==> src/pbp_pkg.sv <==
// Shared types and constants of the bus phase engine.
// Assumes one bus clock and synchronous pin sampling.
package pbp_pkg;

    localparam int AD_W   = 64;
    localparam int HALF_W = 32;
    localparam int CBE_W  = 8;
    localparam int LANES  = 2;

    // Commands that carry a byte address; others use a doubleword address
    localparam logic [3:0] CMD_IO_READ  = 4'h2;
    localparam logic [3:0] CMD_IO_WRITE = 4'h3;
    localparam logic [1:0] DWORD_LSBS   = 2'h0;

    // Output enables are active low; this is the floating value
    localparam logic OE_OFF = 1'b1;
    localparam logic OE_ON  = 1'b0;
    // Undriven control lines and idle byte enables park high
    localparam logic       LINE_HIGH = 1'b1;
    localparam logic [7:0] BE_NONE_N = 8'hff;
    localparam logic [63:0] AD_RESET = 64'h0;

    typedef struct packed {
        logic [63:0] addr;
        logic [7:0]  cmd_n;
        logic        write;
    } pbp_req_t;

    // Lane k of data holds byte k, qualified by byteEn_n[k]
    typedef struct packed {
        logic [63:0] data;
        logic [7:0]  byteEn_n;
        logic        last;
    } pbp_beat_t;

    typedef enum logic [3:0] {
        M_IDLE = 4'h1,
        M_ADDR = 4'h2,
        M_DATA = 4'h4,
        M_TURN = 4'h8
    } pbp_mst_t;

    typedef enum logic [2:0] {
        T_IDLE  = 3'h1,
        T_TURN  = 3'h2,
        T_DRIVE = 3'h4
    } pbp_tgt_t;

endpackage

==> src/pbp_parity.sv <==
// Even parity over each 32-bit half and its four command/enable lines.
// Assumes its inputs are the sampled bus levels.
`timescale 1ns/1ps
module pbp_parity
    import pbp_pkg::*;
(
    input  wire logic [63:0] adBus,
    input  wire logic [7:0]  cbeBus_n,
    output logic      [1:0]  parity
);
    genvar lane;
    generate
        for (lane = 0; lane < LANES; lane++)
        begin : g_lane
            // Lane 0 covers AD[31:0]/CBE[3:0], lane 1 the upper half
            assign parity[lane] = ^{adBus[lane*HALF_W +: HALF_W],
                                    cbeBus_n[lane*4 +: 4]};
        end
    endgenerate
endmodule

==> src/pbp_bus_phase.sv <==
// Address/data phase engine of a 64-bit parallel expansion bus port,
// acting as initiator and as read target.
// Assumes arbitration, target decode and the target-ready pin live outside.
//
// Overview of operation
// - Drive sustained lines high before floating.
// - Wait one idle clock before taking ownership.
// - Float all bus pins during bus reset.
// - Address phase is first cycle frame low.
// - Address phase carries byte or doubleword address.
// - Lane zero least, lane seven most significant.
// - Upper half idle on a 32-bit bus.
// - Command in address, byte enables in data.
// - Enable bit k qualifies byte lane k.
// - Lower parity even over low half, CBE3:0.
// - Upper parity even over high half, CBE7:4.
// - Address parity valid one clock later.
// - Data parity valid one clock, held after.
// - Parity driven for own address, write, read-target.
// - Master asserts frame while transfers continue.
// - Phase completes when both ready lines low.
// - Initiator ready: write data valid, read accept.
// - Drive initiator ready only as master.
`timescale 1ns/1ps
module pbp_bus_phase
    import pbp_pkg::*;
(
    input  wire logic              mclk,
    input  wire logic              rst_n,
    input  wire logic              bus64,
    input  wire logic              grant,
    input  wire logic              mReqValid,
    input  wire pbp_pkg::pbp_req_t  mReq,
    output logic                   mReqTaken,
    input  wire logic              mBeatValid,
    input  wire pbp_pkg::pbp_beat_t mBeat,
    output logic                   mBeatTaken,
    output logic      [63:0]       mRdData,
    output logic                   mRdValid,
    output logic                   mBusy,
    input  wire logic              tgtReadSel,
    input  wire logic [63:0]       tgtData,
    output logic                   tgtDataTaken,
    input  wire logic [63:0]       adIn,
    output logic      [63:0]       adOut,
    output logic      [1:0]        adOe_n,
    input  wire logic [7:0]        cbeIn_n,
    output logic      [7:0]        cbeOut_n,
    output logic      [1:0]        cbeOe_n,
    input  wire logic [1:0]        parIn,
    output logic      [1:0]        parOut,
    output logic      [1:0]        parOe_n,
    input  wire logic              frameIn_n,
    output logic                   frameOut_n,
    output logic                   frameOe_n,
    input  wire logic              irdyIn_n,
    output logic                   irdyOut_n,
    output logic                   irdyOe_n,
    input  wire logic              trdyIn_n
);
    import pbp_pkg::*;

    pbp_mst_t    mst_reg,       mstNext;
    pbp_tgt_t    tgt_reg,       tgtNext;
    logic [63:0] adOut_reg,     adNext;
    logic [7:0]  cbeOut_reg,    cbeNext;
    logic [1:0]  adOe_reg,      adOeNext;
    logic [1:0]  cbeOe_reg,     cbeOeNext;
    logic [1:0]  parOut_reg;
    logic [1:0]  parOe_reg;
    logic        frameOut_reg,  frameNext;
    logic        frameOe_reg,   frameOeNext;
    logic        irdyOut_reg,   irdyNext;
    logic        irdyOe_reg,    irdyOeNext;
    logic        last_reg,      lastNext;
    logic        isWrite_reg;
    logic        reqTaken_reg;
    logic        beatTaken_reg;
    logic [63:0] rdData_reg;
    logic        rdValid_reg;
    logic        tgtTaken_reg;
    logic        idleSeen_reg;
    logic        busy_reg;
    logic        framePrev_reg;
    logic        loadBeat;
    logic        loadTgt;
    logic [1:0]  busParity;

    // Decode of bus conditions
    wire        phaseDone  = ~irdyIn_n & ~trdyIn_n;
    wire        addrPhase  = ~frameIn_n & framePrev_reg;
    wire        busIdle    = frameIn_n & irdyIn_n & idleSeen_reg;
    // Command lines are active low; compare the true command code
    wire        isIoCmd    = (~mReq.cmd_n[3:0] == CMD_IO_READ) |
                             (~mReq.cmd_n[3:0] == CMD_IO_WRITE);
    wire [63:0] addrOut    = isIoCmd ? mReq.addr
                           : {mReq.addr[63:2], DWORD_LSBS};
    wire        startOk    = (mst_reg == M_IDLE) & (tgt_reg == T_IDLE) &
                             mReqValid & grant & busIdle & ~reqTaken_reg;
    // A beat is held off while its take pulse is still visible upstream
    wire        beatOk     = mBeatValid & ~beatTaken_reg;
    wire [1:0]  laneOn     = {~bus64, 1'b0};
    wire [1:0]  laneOe_n   = laneOn | {2{OE_OFF & 1'b0}};
    wire        mstOwnsAd  = (mst_reg != M_IDLE) | startOk;
    wire [63:0] rdCapture  = bus64 ? adIn : {32'h0, adIn[31:0]};

    pbp_parity u_parity
    (
        .adBus    (adIn),
        .cbeBus_n (cbeIn_n),
        .parity   (busParity)
    );

    // Initiator sequencing
    always_comb
    begin
        mstNext     = mst_reg;
        adNext      = adOut_reg;
        cbeNext     = cbeOut_reg;
        adOeNext    = {2{OE_OFF}};
        cbeOeNext   = {2{OE_OFF}};
        frameNext   = frameOut_reg;
        frameOeNext = frameOe_reg;
        irdyNext    = irdyOut_reg;
        irdyOeNext  = irdyOe_reg;
        lastNext    = last_reg;
        loadBeat    = 1'b0;
        case (mst_reg)
            M_IDLE:
            begin
                frameNext   = LINE_HIGH;
                frameOeNext = OE_OFF;
                irdyNext    = LINE_HIGH;
                irdyOeNext  = OE_OFF;
                if (startOk)
                begin
                    mstNext     = M_ADDR;
                    adNext      = addrOut;
                    cbeNext     = mReq.cmd_n;
                    adOeNext    = laneOe_n;
                    cbeOeNext   = laneOe_n;
                    frameNext   = 1'b0;
                    frameOeNext = OE_ON;
                    irdyOeNext  = OE_ON;
                    lastNext    = 1'b0;
                end
            end
            M_ADDR, M_DATA:
            begin
                mstNext   = M_DATA;
                cbeOeNext = laneOe_n;
                adOeNext  = (isWrite_reg ? laneOe_n : {2{OE_OFF}});
                if (mst_reg == M_ADDR)
                begin
                    // No beat yet: keep every lane disabled
                    cbeNext = BE_NONE_N;
                end
                if (mst_reg == M_DATA && phaseDone && last_reg)
                begin
                    mstNext   = M_TURN;
                    frameNext = LINE_HIGH;
                    irdyNext  = LINE_HIGH;
                    adOeNext  = {2{OE_OFF}};
                    cbeOeNext = {2{OE_OFF}};
                end
                else if ((irdyOut_reg | (mst_reg == M_DATA && phaseDone))
                         && beatOk && !last_reg)
                begin
                    loadBeat  = 1'b1;
                    adNext    = mBeat.data;
                    cbeNext   = mBeat.byteEn_n;
                    irdyNext  = 1'b0;
                    frameNext = mBeat.last;
                    lastNext  = mBeat.last;
                end
                else if (mst_reg == M_DATA && phaseDone)
                begin
                    irdyNext = LINE_HIGH;
                end
            end
            M_TURN:
            begin
                mstNext     = M_IDLE;
                frameOeNext = OE_OFF;
                irdyOeNext  = OE_OFF;
            end
            default:
            begin
                mstNext = M_IDLE;
            end
        endcase
    end

    // Read target data drive; the pin of target ready is driven elsewhere
    always_comb
    begin
        tgtNext = tgt_reg;
        loadTgt = 1'b0;
        case (tgt_reg)
            T_IDLE:
            begin
                if (tgtReadSel && mst_reg == M_IDLE && !startOk)
                begin
                    tgtNext = T_TURN;
                end
            end
            T_TURN:
            begin
                tgtNext = tgtReadSel ? T_DRIVE : T_IDLE;
                loadTgt = tgtReadSel;
            end
            T_DRIVE:
            begin
                if (!tgtReadSel || (phaseDone && frameIn_n))
                begin
                    tgtNext = T_IDLE;
                end
                else if (phaseDone)
                begin
                    loadTgt = 1'b1;
                end
            end
            default:
            begin
                tgtNext = T_IDLE;
            end
        endcase
    end

    wire        tgtDrives = (tgtNext == T_DRIVE);
    wire [63:0] adSel     = mstOwnsAd ? adNext
                          : (loadTgt ? tgtData : adOut_reg);
    wire [1:0]  adOeSel   = mstOwnsAd ? adOeNext
                          : (tgtDrives ? laneOe_n : {2{OE_OFF}});

    // All enables float under reset, no exception lives in this block
    always_ff @(posedge mclk or negedge rst_n)
    begin
        if (!rst_n)
        begin
            mst_reg      <= M_IDLE;
            tgt_reg      <= T_IDLE;
            adOut_reg    <= AD_RESET;
            cbeOut_reg   <= BE_NONE_N;
            adOe_reg     <= {2{OE_OFF}};
            cbeOe_reg    <= {2{OE_OFF}};
            parOut_reg   <= 2'h0;
            parOe_reg    <= {2{OE_OFF}};
            frameOut_reg <= LINE_HIGH;
            frameOe_reg  <= OE_OFF;
            irdyOut_reg  <= LINE_HIGH;
            irdyOe_reg   <= OE_OFF;
            last_reg     <= 1'b0;
        end
        else
        begin
            mst_reg      <= mstNext;
            tgt_reg      <= tgtNext;
            adOut_reg    <= adSel;
            cbeOut_reg   <= cbeNext;
            adOe_reg     <= adOeSel;
            cbeOe_reg    <= cbeOeNext;
            parOut_reg   <= busParity;
            parOe_reg    <= adOe_reg | laneOn;
            frameOut_reg <= frameNext;
            frameOe_reg  <= frameOeNext;
            irdyOut_reg  <= irdyNext;
            irdyOe_reg   <= irdyOeNext;
            last_reg     <= lastNext;
        end
    end

    // Handshake pulses and bookkeeping
    always_ff @(posedge mclk or negedge rst_n)
    begin
        if (!rst_n)
        begin
            isWrite_reg   <= 1'b0;
            reqTaken_reg  <= 1'b0;
            beatTaken_reg <= 1'b0;
            rdData_reg    <= AD_RESET;
            rdValid_reg   <= 1'b0;
            tgtTaken_reg  <= 1'b0;
            idleSeen_reg  <= 1'b0;
            busy_reg      <= 1'b0;
            framePrev_reg <= LINE_HIGH;
        end
        else
        begin
            isWrite_reg   <= startOk ? mReq.write : isWrite_reg;
            reqTaken_reg  <= startOk;
            beatTaken_reg <= loadBeat;
            rdValid_reg   <= (mst_reg == M_DATA) & phaseDone & ~isWrite_reg;
            rdData_reg    <= ((mst_reg == M_DATA) & phaseDone & ~isWrite_reg)
                             ? rdCapture : rdData_reg;
            tgtTaken_reg  <= loadTgt;
            idleSeen_reg  <= frameIn_n & irdyIn_n;
            busy_reg      <= (mstNext != M_IDLE) | (tgtNext != T_IDLE);
            framePrev_reg <= frameIn_n;
        end
    end

    assign mReqTaken    = reqTaken_reg;
    assign mBeatTaken   = beatTaken_reg;
    assign mRdData      = rdData_reg;
    assign mRdValid     = rdValid_reg;
    assign mBusy        = busy_reg;
    assign tgtDataTaken = tgtTaken_reg;
    assign adOut        = adOut_reg;
    assign adOe_n       = adOe_reg;
    assign cbeOut_n     = cbeOut_reg;
    assign cbeOe_n      = cbeOe_reg;
    assign parOut       = parOut_reg;
    assign parOe_n      = parOe_reg;
    assign frameOut_n   = frameOut_reg;
    assign frameOe_n    = frameOe_reg;
    assign irdyOut_n    = irdyOut_reg;
    assign irdyOe_n     = irdyOe_reg;
endmodule

==> config.mk <==
export PLATFORM = sky130hd
export DESIGN_NAME = pbp_bus_phase
export DESIGN_NICKNAME = d
export VERILOG_FILES = /design/src/pbp_pkg.sv /design/src/pbp_parity.sv /design/src/pbp_bus_phase.sv
export SDC_FILE = /design/constraint.sdc
export NUM_CORES = 1
export LEC_CHECK = 0
export BUFFER_PORTS_ARGS = -buffer_cell sky130_fd_sc_hd__buf_2
export CAP_MARGIN = 10
export CORE_AREA = 4 4 174 176
export DETAILED_ROUTE_END_ITERATION = 7
export DIE_AREA = 0 0 178 180
export SYNTH_ARGS = -nofsm -noshare
export SYNTH_HDL_FRONTEND = slang
export SYNTH_SLANG_ARGS = --single-unit
==> constraint.sdc <==
create_clock -name mclk -period 6 [get_ports mclk]
set_clock_uncertainty 0.05 [all_clocks]
set_input_delay 0.6 -clock mclk [delete_from_list [all_inputs] [get_ports mclk]]
set_output_delay 0.6 -clock mclk [all_outputs]
set_load 0.1 [all_outputs]
==> metrics.md <==
| Metric | Value |
|---|---|
| Post-DP Area | `approximately 11,000 µm²` |
| WL/cell | `18.5 µm` |
| Initial antenna violation count | `4` |
| Drt via density | `approximately 4.8` |
| Post-CTS Hold Fix Bufs | `0` |
| Largest net degree at the start of global routing | `95` |
| Inst Count DP | `1,574` |
| Setup TNS | `0 ps` |
| IO Port Bufs | `444` |
| Initial Util | `0.290` |
| Worst Path Required | `6300 ps` |
| Final setup vio count | `0` |
| R2r startpoint | `mst_reg[1]$_DFF_PN0_` |
| Routability cong. | `~0.8` |
| CP Data Arrival Time | `roughly 3500 ps` |
| Register area share after synthesis | `0.492` |
| Clock transition at path regs | `70 ps` |
| Final Hold Vio Count | `0` |
| NumNets Final | `1,503` |
| Max-cap check violation count | `0` |
| CTS resizes | `0` |
| RSZ-0062 raised after global routing | `false` |
| Vias | `7,666` |
| R2R cell count | `7` |
| # clock sinks | `between 150 and 200` |
| Max VDD drop | `~160 µV` |
| Worst-Margin Slew | `1120 ps` |
| Flops & latches, synth | `162` |
| Post-synth top cells | `nand2_1 (173), dfrtp_1 (143), mux2_2 (64), a2bb2oi_1 (63), xnor2_1 (58)` |
| Setup CP Type | `reg2reg` |
| Worst-Skew Late Latency | `roughly 420 ps` |
| Warnings from Yosys | `0` |
| Post-synth EDFFs | `0` |
| Synth unique cells | `50` |
| Number of H-tree levels | `4` |
| Core Footprint | `28,600 µm²` |
| Detailed Place HPWL | `22,500 µm` |
| Most used DFF post-synth | `dfrtp_1` |
| Fmax | `~320 MHz` |
| Reg area | `approximately 4000 µm²` |
| Total CTS buffers | `17` |
| Hold Path Class | `in2async` |
| Multi-input gate area | `3840 µm²` |
| Antenna viol nets, final | `0` |
| Ratio of final minimum period to clock period | `0.528` |
| Post-route minimum period | `3170 ps` |
| Grt met3 use | `0.0571` |
| Final Cell Area | `around 11,000 µm²` |
| CP startpoint kind | `flip-flop` |
| First-pass GRT wire length | `between 40,000 and 50,000 µm` |
| Number of remaining DRC errors | `0` |
| Syn Std Cell Area | `about 8300 µm²` |
| Clk buf depth | `2` |
| Die area | `32,000 µm²` |
| Maximum fanout along the worst path | `65` |
| Ports | `447` |
| P_leak | `5.72 nW` |
| Die Span X | `178 µm` |
| Met1 Use GR | `0.214` |
| Slew Limit Fails | `0` |
| Post-CTS Repair Setup Buffers | `0` |
| Most common cell in the netlist | `nand2_1` |
| Hold Worst Slack | `175 ps` |
| Cells after synthesis | `~800` |
| Top cells by area, synth | `dfrtp_1 (43%), mux2_2 (8.7%), nand2_1 (7.8%)` |
| Reg-to-reg endpoint | `mRdData[39]$_DFFE_PN0P_` |
| Number of global-route vias before repair | `7,751` |
| First-pass DRT Iterations | `5` |
| Yosys top cell area share | `0.432` |
| Busiest grt layer | `met2` |
| Crit path capture type | `flip-flop` |
| Layout cells sized above 1 | `0.483` |
| Die Height | `180 µm` |
| Final WL | `between 20,000 and 30,000 µm` |
| All-layer global routing usage | `0.178` |
| Max-slew headroom | `0.255` |
| Area Overhead vs Synth | `36.7%` |
| Synth Net Count | `1,090` |
| FP Rows | `a little over 60` |
| Power Dens Cells | `472 nW/µm²` |
| Fill cells | `2,952` |
| Met2 GRT Util | `0.309` |
| CTS root buffer | `clkbuf_16` |
| Final Non-Filler Cells | `approximately 1,600` |
| Cell taking the most area after synthesis | `dfrtp_1` |
| CTS tree | `done` |
| GRT overflow | `0` |
| R2R setup slack | `2830 ps` |
| Initial DRC Count | `375` |
| Status | `finished clean` |
| Asr flop ratio synth | `1.00` |
| Mean Syn Cell Area | `between 10 and 15 µm²` |
| Core Util, Final | `0.396` |
placed cells by master (no fill, tap or decap), types with 3 or more instances in the layout:
cell / instances
buf_2: 443
nand2_1: 172
dfrtp_1: 143
mux2_2: 64
a2bb2oi_1: 63
xnor2_1: 58
o22ai_1: 57
nand3_1: 36
dfstp_2: 19
clkbuf_16: 17
nor2_1: 15
inv_1: 14
o21ai_0: 11
xor2_1: 9
o211ai_1: 9
buf_4: 9
a31oi_1: 8
o22ai_2: 8
a21oi_1: 7
clkinv_4: 5
nand4b_1: 4
and2_1: 3
nand2b_1: 3
clkinv_2: 3
critical path, cell delays in order (launching register included):
cell and delay, ps:
dfrtp_1 500, nor4b_4 440, nand2_1 170, or2_2 300, buf_4 320, inv_2 900, nand3_1 210, nand2_1 110
metrics by stage:
stage	total power [mW]	setup WS, ps
floorplan	3.77	3590
global placement	4.28	2700
detailed placement	4.30	2660
CTS	5.41	2800
global route	5.57	2540
finish	5.35	2830
power by group:
part           switching [mW]  internal (mW)
clock                   0.492          0.593
combinational            2.23          0.541
sequential              0.138           1.36
total                    2.86           2.49
how the worst max path moves through the flow:
stage | startpoint | end | cells past startpoint
after floorplan | mReqTaken$_DFF_PN0_ | adOut[10]$_DFFE_PN0P_ | 7
after detailed placement | mBeatValid | adOut[3]$_DFFE_PN0P_ | 7
after CTS | mst_reg[1]$_DFF_PN0_ | mRdData[39]$_DFFE_PN0P_ | 7
after global placement | mBeatValid | adOut[61]$_DFFE_PN0P_ | 7
after global routing | mst_reg[1]$_DFF_PN0_ | mRdData[39]$_DFFE_PN0P_ | 7
final | mst_reg[1]$_DFF_PN0_ | mRdData[39]$_DFFE_PN0P_ | 7
final cells by class:
class | count | area share
well taps | 384 | 0.0424
clock inverters | 13 | 0.0114
repair buffers | 453 | 0.203
inverters | 16 | 0.00530
multi-input cells | 559 | 0.339
flip-flops and latches | 162 | 0.360
diodes | 2 | 0.000442
clock buffers | 19 | 0.0391
logic make-up after synthesis:
kind of cell,after synthesis,synth area share
flops,162,0.492
xor+xnor,69,0.0762
buf+inv,75,0.0476
compound gates,176,0.161
simple gates,249,0.135
mux,65,0.0882
layer usage:
layer / wire length (µm) / up-vias
met4: 298 / 2
met5: 13 / -
li1: - / 3649
met1: 11900 / 3677
met3: 2640 / 20
met2: 14900 / 318
Power figures use the tool's default switching activity.
